--- src/rtl/irq_ctrl_pkg.sv ---
package irq_ctrl_pkg;

    // Register byte offsets on the bus.
    localparam logic [7:0] OFS_CTRL_FIRST = 8'h00;
    localparam logic [7:0] OFS_CTRL_SECOND = 8'h04;
    localparam logic [7:0] OFS_SHARED_CTRL = 8'h08;
    localparam logic [7:0] OFS_RTC_CTRL = 8'h0c;
    localparam logic [7:0] OFS_STATUS = 8'h10;

    // Field positions in irq_control_first.
    localparam int GLOBAL_EN_BIT = 0;
    localparam int DIRECT_EN_LSB = 1;
    localparam int SHARED_EN_BIT = 4;
    localparam int DIRECT_REQ_LSB = 5;

    // Field positions in shared_vector_control and status.
    localparam int MEMBER_EN_LSB = 0;
    localparam int MEMBER_REQ_LSB = 8;
    localparam int STATUS_PEND_BIT = 8;
    localparam int STATUS_FULL_BIT = 9;

    // Source counts and member order: converter, rtc, tick, timer two, peripheral.
    localparam int NUM_DIRECT = 3;
    localparam int NUM_MEMBER = 5;

    // Reset values.
    localparam logic [7:0] CTRL_FIRST_RST = 8'h00;
    localparam logic [4:0] MEMBER_RST = 5'h00;
    localparam logic [2:0] RTC_SEL_RST = 3'h0;

    // Vector addresses handed to the sequencer.
    localparam logic [7:0] VEC_TIMER_ZERO = 8'h0c;
    localparam logic [7:0] VEC_TIMER_ONE = 8'h10;
    localparam logic [7:0] VEC_SERIAL = 8'h14;
    localparam logic [7:0] VEC_SHARED = 8'h18;

    // Divider figures for the fs clock, the rtc and the time base.
    localparam logic [1:0] FS_SRC_XTAL = 2'h0;
    localparam logic [1:0] FS_SRC_INTERNAL = 2'h1;
    localparam logic [1:0] FS_SRC_SYS = 2'h2;
    localparam int SYS_DIV = 4;
    localparam logic [1:0] SYS_DIV_LAST = 2'(SYS_DIV - 1);
    localparam int RTC_EXP_MAX = 15;
    localparam logic [2:0] RTC_SEL_MAX = 3'h7;
    localparam logic [1:0] TICK_SEL_MAX = 2'h3;
    localparam logic [14:0] FULL_MASK = 15'h7fff;

endpackage

--- src/rtl/fs_tick_gen.sv ---
`timescale 1ns/1ps
`default_nettype none

module fs_tick_gen
    import irq_ctrl_pkg::*;
(
    input wire logic clk_i,
    input wire logic rst_i,
    input wire logic [1:0] fs_src_i,
    input wire logic xtal_tick_i,
    input wire logic internal_slow_oscillator_i,
    input wire logic [2:0] rtc_sel_i,
    input wire logic [1:0] tick_sel_i,
    output logic rtc_ovf_o,
    output logic tick_ovf_o
);

    logic [1:0] sys_div_q;
    logic [RTC_EXP_MAX-1:0] cnt_q;
    logic rtc_ovf_q;
    logic tick_ovf_q;

    // The fs enable comes from one of three sources picked by a strap.
    wire sys_quarter = (sys_div_q == SYS_DIV_LAST);
    wire fs_pulse = (fs_src_i == FS_SRC_XTAL) ? xtal_tick_i :
                    (fs_src_i == FS_SRC_INTERNAL) ? internal_slow_oscillator_i :
                    (fs_src_i == FS_SRC_SYS) ? sys_quarter : 1'b0;

    // A period of 2^n fs cycles ends when the low n counter bits are all ones.
    wire [14:0] rtc_mask = FULL_MASK >> (RTC_SEL_MAX - rtc_sel_i);
    wire [14:0] tick_mask = FULL_MASK >> (TICK_SEL_MAX - tick_sel_i);
    wire rtc_wrap = fs_pulse & (&(cnt_q | ~rtc_mask));
    wire tick_wrap = fs_pulse & (&(cnt_q | ~tick_mask));

    // One free counter serves both dividers, so changing the rtc ratio may
    // shorten the current period but never stalls it.
    always_ff @(posedge clk_i)
    begin
        if (rst_i)
        begin
            sys_div_q <= 2'h0;
            cnt_q <= 15'h0000;
            rtc_ovf_q <= 1'b0;
            tick_ovf_q <= 1'b0;
        end
        else
        begin
            sys_div_q <= sys_div_q + 2'h1;
            cnt_q <= cnt_q + {14'h0000, fs_pulse};
            rtc_ovf_q <= rtc_wrap;
            tick_ovf_q <= tick_wrap;
        end
    end

    assign rtc_ovf_o = rtc_ovf_q;
    assign tick_ovf_o = tick_ovf_q;
endmodule

`default_nettype wire

--- src/rtl/irq_ctrl.sv ---
`timescale 1ns/1ps
`default_nettype none

// Function
// Timer overflows set flags; need global+own enable.
// Timer zero vectors 0CH, timer one own.
// Timer service clears its flag and global.
// Timer two flag feeds shared vector.
// Any member sets shared flag; vectors 018H.
// Shared service clears only shared flag, global.
// Converter done flag joins shared when enabled.
// Serial byte or address match; vector 14H.
// Serial service clears its flag and global.
// Rtc overflow flag joins shared when enabled.
// Rtc period 2^8..2^15 fs by field.
// Fs from crystal, internal oscillator, sys/4.
// Time base flag joins shared when enabled.
// Time base period 2^12..2^15 fs, strapped.
// Flags stay set until serviced or cleared.
// No acknowledge while return stack full.
// Every source can wake from power-down.
// Accepting pushes only the program counter.
// Fixed priority: timers, serial, then shared.
// Cleared global enable blocks every source.
// Hardware clear of shared flag beats software.
module irq_ctrl
    import irq_ctrl_pkg::*;
(
    input wire logic clk_i,
    input wire logic rst_i,
    // Classic Wishbone slave.
    input wire logic wb_cyc_i,
    input wire logic wb_stb_i,
    input wire logic wb_we_i,
    input wire logic [7:0] wb_adr_i,
    input wire logic [3:0] wb_sel_i,
    input wire logic [31:0] wb_dat_i,
    output logic [31:0] wb_dat_o,
    output logic wb_ack_o,
    // Source events, one-cycle pulses.
    input wire logic timer_zero_ovf_i,
    input wire logic timer_one_ovf_i,
    input wire logic timer_two_ovf_i,
    input wire logic converter_done_i,
    input wire logic serial_byte_done_i,
    input wire logic serial_addr_match_i,
    input wire logic periph_irq_i,
    // Configuration straps and fs sources.
    input wire logic [1:0] fs_src_i,
    input wire logic [1:0] tick_sel_i,
    input wire logic xtal_tick_i,
    input wire logic internal_slow_oscillator_i,
    // Sequencer and stack.
    input wire logic stack_full_i,
    input wire logic irq_take_i,
    output logic irq_req_o,
    output logic [7:0] irq_vector_o,
    output logic push_pc_o,
    output logic wake_o
);

    logic global_irq_enable_q;
    logic [NUM_DIRECT-1:0] direct_en_q;
    logic shared_vector_enable_q;
    logic [NUM_DIRECT-1:0] direct_req_q;
    logic shared_vector_request_q;
    logic [NUM_MEMBER-1:0] member_en_q;
    logic [NUM_MEMBER-1:0] member_req_q;
    logic [2:0] rtc_divider_control_q;
    logic pend_q;
    logic [7:0] vec_q;
    logic wake_q;
    logic ack_q;
    logic [31:0] rd_q;
    logic rtc_ovf;
    logic tick_ovf;

    // Bus decode; a write lands on the edge where the master sees ack.
    wire bus_req = wb_cyc_i & wb_stb_i;
    wire wr_now = bus_req & wb_we_i & ack_q;
    wire hit_first = (wb_adr_i == OFS_CTRL_FIRST);
    wire hit_second = (wb_adr_i == OFS_CTRL_SECOND);
    wire hit_shared = (wb_adr_i == OFS_SHARED_CTRL);
    wire hit_rtc = (wb_adr_i == OFS_RTC_CTRL);
    wire hit_status = (wb_adr_i == OFS_STATUS);
    wire wr_first = wr_now & hit_first & wb_sel_i[0];
    wire wr_second = wr_now & hit_second & wb_sel_i[0];
    wire wr_member_en = wr_now & hit_shared & wb_sel_i[0];
    wire wr_member_req = wr_now & hit_shared & wb_sel_i[1];
    wire wr_rtc = wr_now & hit_rtc & wb_sel_i[0];

    // Tick generator for the rtc and the time base.
    fs_tick_gen u_ticks (
        .clk_i(clk_i),
        .rst_i(rst_i),
        .fs_src_i(fs_src_i),
        .xtal_tick_i(xtal_tick_i),
        .internal_slow_oscillator_i(internal_slow_oscillator_i),
        .rtc_sel_i(rtc_divider_control_q),
        .tick_sel_i(tick_sel_i),
        .rtc_ovf_o(rtc_ovf),
        .tick_ovf_o(tick_ovf)
    );

    // Event vectors; direct order is timer zero, timer one, serial.
    wire [NUM_DIRECT-1:0] direct_evt = {serial_byte_done_i | serial_addr_match_i,
                                        timer_one_ovf_i, timer_zero_ovf_i};
    wire [NUM_MEMBER-1:0] member_evt = {periph_irq_i, timer_two_ovf_i,
                                        tick_ovf, rtc_ovf, converter_done_i};
    wire any_member_evt = |member_evt;

    // Serviceable sources under every enable level.
    wire [NUM_DIRECT-1:0] direct_serv = direct_req_q & direct_en_q
                                        & {NUM_DIRECT{global_irq_enable_q}};
    wire member_live = |(member_req_q & member_en_q);
    wire shared_serv = global_irq_enable_q & shared_vector_enable_q
                       & shared_vector_request_q & member_live;

    // Fixed priority pick of the next vector.
    wire [7:0] vec_d = direct_serv[0] ? VEC_TIMER_ZERO :
                       direct_serv[1] ? VEC_TIMER_ONE :
                       direct_serv[2] ? VEC_SERIAL :
                       VEC_SHARED;
    wire pend_d = (|direct_serv) | shared_serv;

    // Handshake: a full stack withholds the request until an entry frees.
    wire accept = irq_req_o & irq_take_i;
    assign irq_req_o = pend_q & ~stack_full_i;
    assign push_pc_o = accept;
    wire svc_t0 = accept & (vec_q == VEC_TIMER_ZERO);
    wire svc_t1 = accept & (vec_q == VEC_TIMER_ONE);
    wire svc_serial = accept & (vec_q == VEC_SERIAL);
    wire svc_shared = accept & (vec_q == VEC_SHARED);
    wire [NUM_DIRECT-1:0] direct_clr = {svc_serial, svc_t1, svc_t0};

    // Software reads; unmapped offsets answer zero.
    wire [7:0] first_word = {direct_req_q, shared_vector_enable_q, direct_en_q,
                             global_irq_enable_q};
    wire [31:0] rd_d = hit_first ? {24'h000000, first_word} :
                       hit_second ? {31'h00000000, shared_vector_request_q} :
                       hit_shared ? {19'h00000, member_req_q, 3'h0, member_en_q} :
                       hit_rtc ? {29'h00000000, rtc_divider_control_q} :
                       hit_status ? {22'h000000, stack_full_i, pend_q, vec_q} :
                       32'h00000000;

    // Bus answer: one wait cycle, then ack for one cycle.
    always_ff @(posedge clk_i)
    begin
        if (rst_i)
        begin
            ack_q <= 1'b0;
            rd_q <= 32'h00000000;
        end
        else
        begin
            ack_q <= bus_req & ~ack_q;
            rd_q <= rd_d;
        end
    end

    assign wb_ack_o = ack_q;
    assign wb_dat_o = rd_q;

    // Global enable: service clears it and beats a same-cycle software set.
    always_ff @(posedge clk_i)
    begin
        if (rst_i)
            global_irq_enable_q <= CTRL_FIRST_RST[GLOBAL_EN_BIT];
        else if (accept)
            global_irq_enable_q <= 1'b0;
        else if (wr_first)
            global_irq_enable_q <= wb_dat_i[GLOBAL_EN_BIT];
    end

    // Plain software enables and the rtc ratio field.
    always_ff @(posedge clk_i)
    begin
        if (rst_i)
        begin
            direct_en_q <= CTRL_FIRST_RST[DIRECT_EN_LSB +: NUM_DIRECT];
            shared_vector_enable_q <= CTRL_FIRST_RST[SHARED_EN_BIT];
            member_en_q <= MEMBER_RST;
            rtc_divider_control_q <= RTC_SEL_RST;
        end
        else
        begin
            if (wr_first)
            begin
                direct_en_q <= wb_dat_i[DIRECT_EN_LSB +: NUM_DIRECT];
                shared_vector_enable_q <= wb_dat_i[SHARED_EN_BIT];
            end
            if (wr_member_en)
                member_en_q <= wb_dat_i[MEMBER_EN_LSB +: NUM_MEMBER];
            if (wr_rtc)
                rtc_divider_control_q <= wb_dat_i[2:0];
        end
    end

    // Sticky request flags; a hardware event always beats any clear.
    genvar gi;
    generate
        for (gi = 0; gi < NUM_DIRECT; gi++)
        begin : g_direct
            always_ff @(posedge clk_i)
            begin
                if (rst_i)
                    direct_req_q[gi] <= 1'b0;
                else if (direct_evt[gi])
                    direct_req_q[gi] <= 1'b1;
                else if (direct_clr[gi])
                    direct_req_q[gi] <= 1'b0;
                else if (wr_first)
                    direct_req_q[gi] <= wb_dat_i[DIRECT_REQ_LSB + gi];
            end
        end
        for (gi = 0; gi < NUM_MEMBER; gi++)
        begin : g_member
            // Member flags are never touched by service; software clears them.
            always_ff @(posedge clk_i)
            begin
                if (rst_i)
                    member_req_q[gi] <= 1'b0;
                else if (member_evt[gi])
                    member_req_q[gi] <= 1'b1;
                else if (wr_member_req)
                    member_req_q[gi] <= wb_dat_i[MEMBER_REQ_LSB + gi];
            end
        end
    endgenerate

    // Shared flag: a service clear wins over a same-cycle software write.
    always_ff @(posedge clk_i)
    begin
        if (rst_i)
            shared_vector_request_q <= 1'b0;
        else if (any_member_evt)
            shared_vector_request_q <= 1'b1;
        else if (svc_shared)
            shared_vector_request_q <= 1'b0;
        else if (wr_second)
            shared_vector_request_q <= wb_dat_i[0];
    end

    // Pending snapshot, vector and wake; the accept term stops a double service
    // in the cycle before the cleared flags show up.
    always_ff @(posedge clk_i)
    begin
        if (rst_i)
        begin
            pend_q <= 1'b0;
            vec_q <= VEC_SHARED;
            wake_q <= 1'b0;
        end
        else
        begin
            pend_q <= pend_d & ~accept;
            vec_q <= vec_d;
            wake_q <= (|(direct_req_q & direct_en_q)) | member_live;
        end
    end

    assign irq_vector_o = vec_q;
    assign wake_o = wake_q;
endmodule

`default_nettype wire

--- config.mk ---
export PLATFORM = sky130hd
export DESIGN_NAME = irq_ctrl
export DESIGN_NICKNAME = d
export VERILOG_FILES = /design/src/rtl/irq_ctrl_pkg.sv /design/src/rtl/fs_tick_gen.sv /design/src/rtl/irq_ctrl.sv
export SDC_FILE = /design/constraint.sdc
export NUM_CORES = 1
export LEC_CHECK = 0
export BUFFER_PORTS_ARGS = -buffer_cell sky130_fd_sc_hd__buf_2
export CAP_MARGIN = 20
export CORE_UTILIZATION = 49
export CTS_CLUSTER_SIZE = 10
export DETAILED_ROUTE_END_ITERATION = 7
export GPL_TIMING_DRIVEN = 0
export PLACE_DENSITY = 0.79
export SLEW_MARGIN = 20
export SYNTH_ARGS = -nofsm -noshare
export SYNTH_HDL_FRONTEND = slang
export SYNTH_SLANG_ARGS = --single-unit
--- constraint.sdc ---
create_clock -name clk_i -period 2 [get_ports clk_i]
set_input_delay 0 -clock clk_i [delete_from_list [all_inputs] [get_ports clk_i]]
set_output_delay 0 -clock clk_i [all_outputs]
set_load 0.005 [all_outputs]
==> impl_metrics.tcl <==
set metrics [dict create \
    status "completed" \
    maxCapViolations 0 \
    hold_path_class "input port to flip-flop" \
    min_to "wb_dat_o[2]" \
    critPathSlowestCell "dfxtp_1" \
    power.internal_mw 2.10 \
    gp_congestion 0.897 \
    hpwl_microns 4920 \
    min_from "wb_adr_i[6]" \
    num-nets-final 496 \
    ir_drop_mv 0.355 \
    drive_gt1_frac 0.252 \
    fin_area_sq_mm 0.00375 \
    clock_latency_ns 0.34 \
    cts_buffer_depth 2 \
    cts-root-buf "clkbuf_8" \
    p_per_area_mw_per_mm2 723 \
    vias_per_cell 5.21 \
    totalWireLength_microns 7110 \
    switching_share 0.224 \
    critPathMaxStageDelay_ns 0.34 \
    crit_required_ns 2.26 \
    cp_max_fo 8 \
    die_h_microns 77.5 \
    antenna_found_initial 0 \
    ys_types 46 \
    reg2reg_slack_ns 0.13 \
    min_path_cells 4 \
    path_cells "ha_1 -> nand2b_1 -> a21oi_1 -> ha_2 -> ha_2 -> nand3_4 -> or3_1 -> a21oi_1" \
    clock_sinks 60 \
    end_kind "flip-flop" \
    synthesis.area_sq_mm 0.00279 \
    power_frac_clock 0.459 \
    ios 108 \
    reg2reg_to "u_ticks.cnt_q[8]" \
    period_share 0.937 \
    core-area_sq_mm 0.00551 \
    r2r-start "u_ticks.sys_div_q[0]" \
    leakage_nw 1.60 \
    tritoncts "built" \
    worstSetupStartpointType "flip-flop" \
    final-hold-violation-count 0 \
    die_w_microns 77.5 \
    ys_warn_count 0 \
    finalPower_mw 2.71 \
    postRouteAntennaNets 0 \
    grt_pass1_vias 2596 \
    r2r_cells 8 \
    timing.fmax_mhz 534 \
    dpl_cell_area_sq_mm 0.00328 \
    setup_viol 0 \
    period_minus_slack_ns 1.87 \
    insertedDiodeCount 0 \
    relSlewSlack 0.613 \
    num_rows 27 \
    post_drt_wl_per_cell_microns 14.1 \
    dieArea_sq_mm 0.00601 \
    track_usage 0.246 \
    avgSynthCellArea_sq_um 8.95 \
    drt-pass1-iter-count 4 \
    grt_pass1_wl_microns 11600 \
    synth_seq_cells 60 \
    pwr-share-comb 0.086 \
    vias 2633 \
    switching_power_uw 607 \
    fin_setup_tns_ns 0 \
    ys.flop_type "dfxtp_1" \
    drv_slew 0 \
    cp.arrival_ns 2.13 \
    syn2layout_area_growth_pct 34.2 \
    grt_setup_unrepaired "false" \
    tightest_slew_ns 0.581 \
    ys_seq_area_frac 0.430 \
    htreeDepth 3 \
    grt_max_degree 11 \
    drc 0 \
    critical_path_class "flip-flop to flip-flop" \
    drtIter0Drc 161 \
    synth-async-reset-ratio 0 \
    clock_skew_ns 0.00821 \
    numCtsBuffers 9 \
    port_buffers 61 \
    path_clk_slew_ns 0.07 \
    syn_inst 312 \
    holdWs_ns 0.0211 \
    grt_overflow 0 \
    seqPwrFrac 0.455 \
    start_util 0.507 \
    synth_edf_count 0 \
    fin_util 0.681 \
]
[kinds of logic after synthesis]
kind of cell | synth area share
XOR/XNOR | 0.0345
adder cells (fa/ha/maj) | 0.0134
AND/OR/NAND/NOR | 0.245
other | 0.00134
AO/OA/AOI/OAI | 0.122
multiplexers | 0.0551
buffers and inverters | 0.0994
flip-flops | 0.430
[per-layer routing]
metal	global-route usage	part of all wire	wire, microns	up-vias
met5	0	0	0	-
met4	0.108	0.023	161	0
met3	0.0612	0.057	404	18
met2	0.433	0.50	3530	99
met1	0.281	0.42	3010	1212
li1	-	-	-	1304
[state kept, by name (all words and copies together) (netlist names)]
register                 cells
u_ticks.sys_div_q            2
member_req_q                 5
irq_vector_o                 3
rtc_divider_control_q        3
u_ticks.tick_ovf_o           1
wb_ack_o                     1
global_irq_enable_q          1
wb_dat_o                    13
shared_vector_request_q      1
pend_q                       1
u_ticks.cnt_q               15
u_ticks.rtc_ovf_o            1
wake_o                       1
direct_en_q                  3
direct_req_q                 3
shared_vector_enable_q       1
member_en_q                  5
[power groups by stage]
stage	clock (mW)	combinational [mW]	sequential (mW)
floorplan	0	0.119	1.25
global placement	0	0.188	1.26
detailed placement	0	0.192	1.26
CTS	1.24	0.226	1.23
global route	1.29	0.257	1.24
finish	1.24	0.233	1.23
[stage by stage]
step                      setup slack, ns  std cells
after floorplan                     0.221        335
after global placement             0.0158        468
after detailed placement          -0.0159        468
after CTS                          0.0745        505
after global routing              0.00274        505
final                               0.127        505
[synth_stat cells, types with 2 or more instances]
library cell | instances | share of area
o21ai_0 | 15 | 0.027
nor3_1 | 8 | 0.014
mux2i_1 | 12 | 0.043
dfxtp_1 | 60 | 0.43
buf_4 | 24 | 0.064
nor2b_1 | 9 | 0.020
and4_1 | 5 | 0.016
nor4_1 | 2 | 0.0045
nand2_1 | 20 | 0.027
a21oi_1 | 17 | 0.030
ha_1 | 3 | 0.013
or3_1 | 3 | 0.0067
a2111oi_0 | 2 | 0.0063
clkbuf_1 | 11 | 0.015
a211oi_1 | 2 | 0.0054
a22o_1 | 2 | 0.0063
nand4b_1 | 5 | 0.016
and2_1 | 5 | 0.011
xor2_1 | 4 | 0.013
xnor2_1 | 7 | 0.022
nor3b_1 | 2 | 0.0054
and3_1 | 6 | 0.013
inv_1 | 11 | 0.015
nor2_1 | 26 | 0.035
nand3_1 | 12 | 0.021
a221o_1 | 3 | 0.011
and3b_1 | 2 | 0.0063
a22oi_1 | 5 | 0.013
and4b_1 | 2 | 0.0072
nand4_1 | 11 | 0.025
[how the worst max path moves through the flow]
| stage | from | endpoint | slack (ns) | cells after the start |
|---|---|---|---|---|
| 2_1_floorplan | u_ticks.sys_div_q[0] | u_ticks.cnt_q[14] | 0.22 | 9 |
| 3_3_place_gp | u_ticks.sys_div_q[0] | u_ticks.cnt_q[14] | 0.02 | 9 |
| 3_5_place_dp | u_ticks.sys_div_q[0] | u_ticks.cnt_q[14] | -0.02 | 9 |
| 4_1_cts | u_ticks.sys_div_q[0] | u_ticks.cnt_q[8] | 0.07 | 8 |
| 5_1_grt | u_ticks.sys_div_q[0] | u_ticks.cnt_q[8] | 0.003 | 8 |
| 6_report | u_ticks.sys_div_q[0] | u_ticks.cnt_q[8] | 0.13 | 8 |
[critical path: cells and delay by family, from the launching register on]
| kind | cells | cell delay [ns] |
|---|---|---|
| AND/OR/NAND/NOR | 3 | 0.55 |
| flip-flops | 1 | 0.34 |
| adder cells (fa/ha/maj) | 3 | 0.60 |
| AO/OA/AOI/OAI | 2 | 0.32 |
[cells in the final DEF, fill, tap and decap left out, types with 12 or more instances in the layout]
cell type,n
dlygate4sd3_1,22
conb_1,24
mux2i_1,12
dfxtp_1,60
nand2_1,20
buf_2,61
buf_4,24
o21ai_0,15
nor2_1,26
a21oi_1,17
[final cells by class]
class	count	area (sq um)
well taps	72	90.1
clock buffers	11	151
clock inverters	4	72.6
inverters	11	41.3
fillers	442	1760
multi-input cells	227	1430
plain buffers	37	236
flip-flops and latches	60	1200
repair buffers	83	526
[timing repair]
item                                    in CTS  in global routing
cloned                                       0                  0
hold endpoints to repair                    23                  0
setup buffers                                0                  0
hold buffers                                22                  0
gates resized for setup                      2                  4
endpoints found under the setup margin       3                  5
No activity file was read; power rests on OpenSTA's default activity.
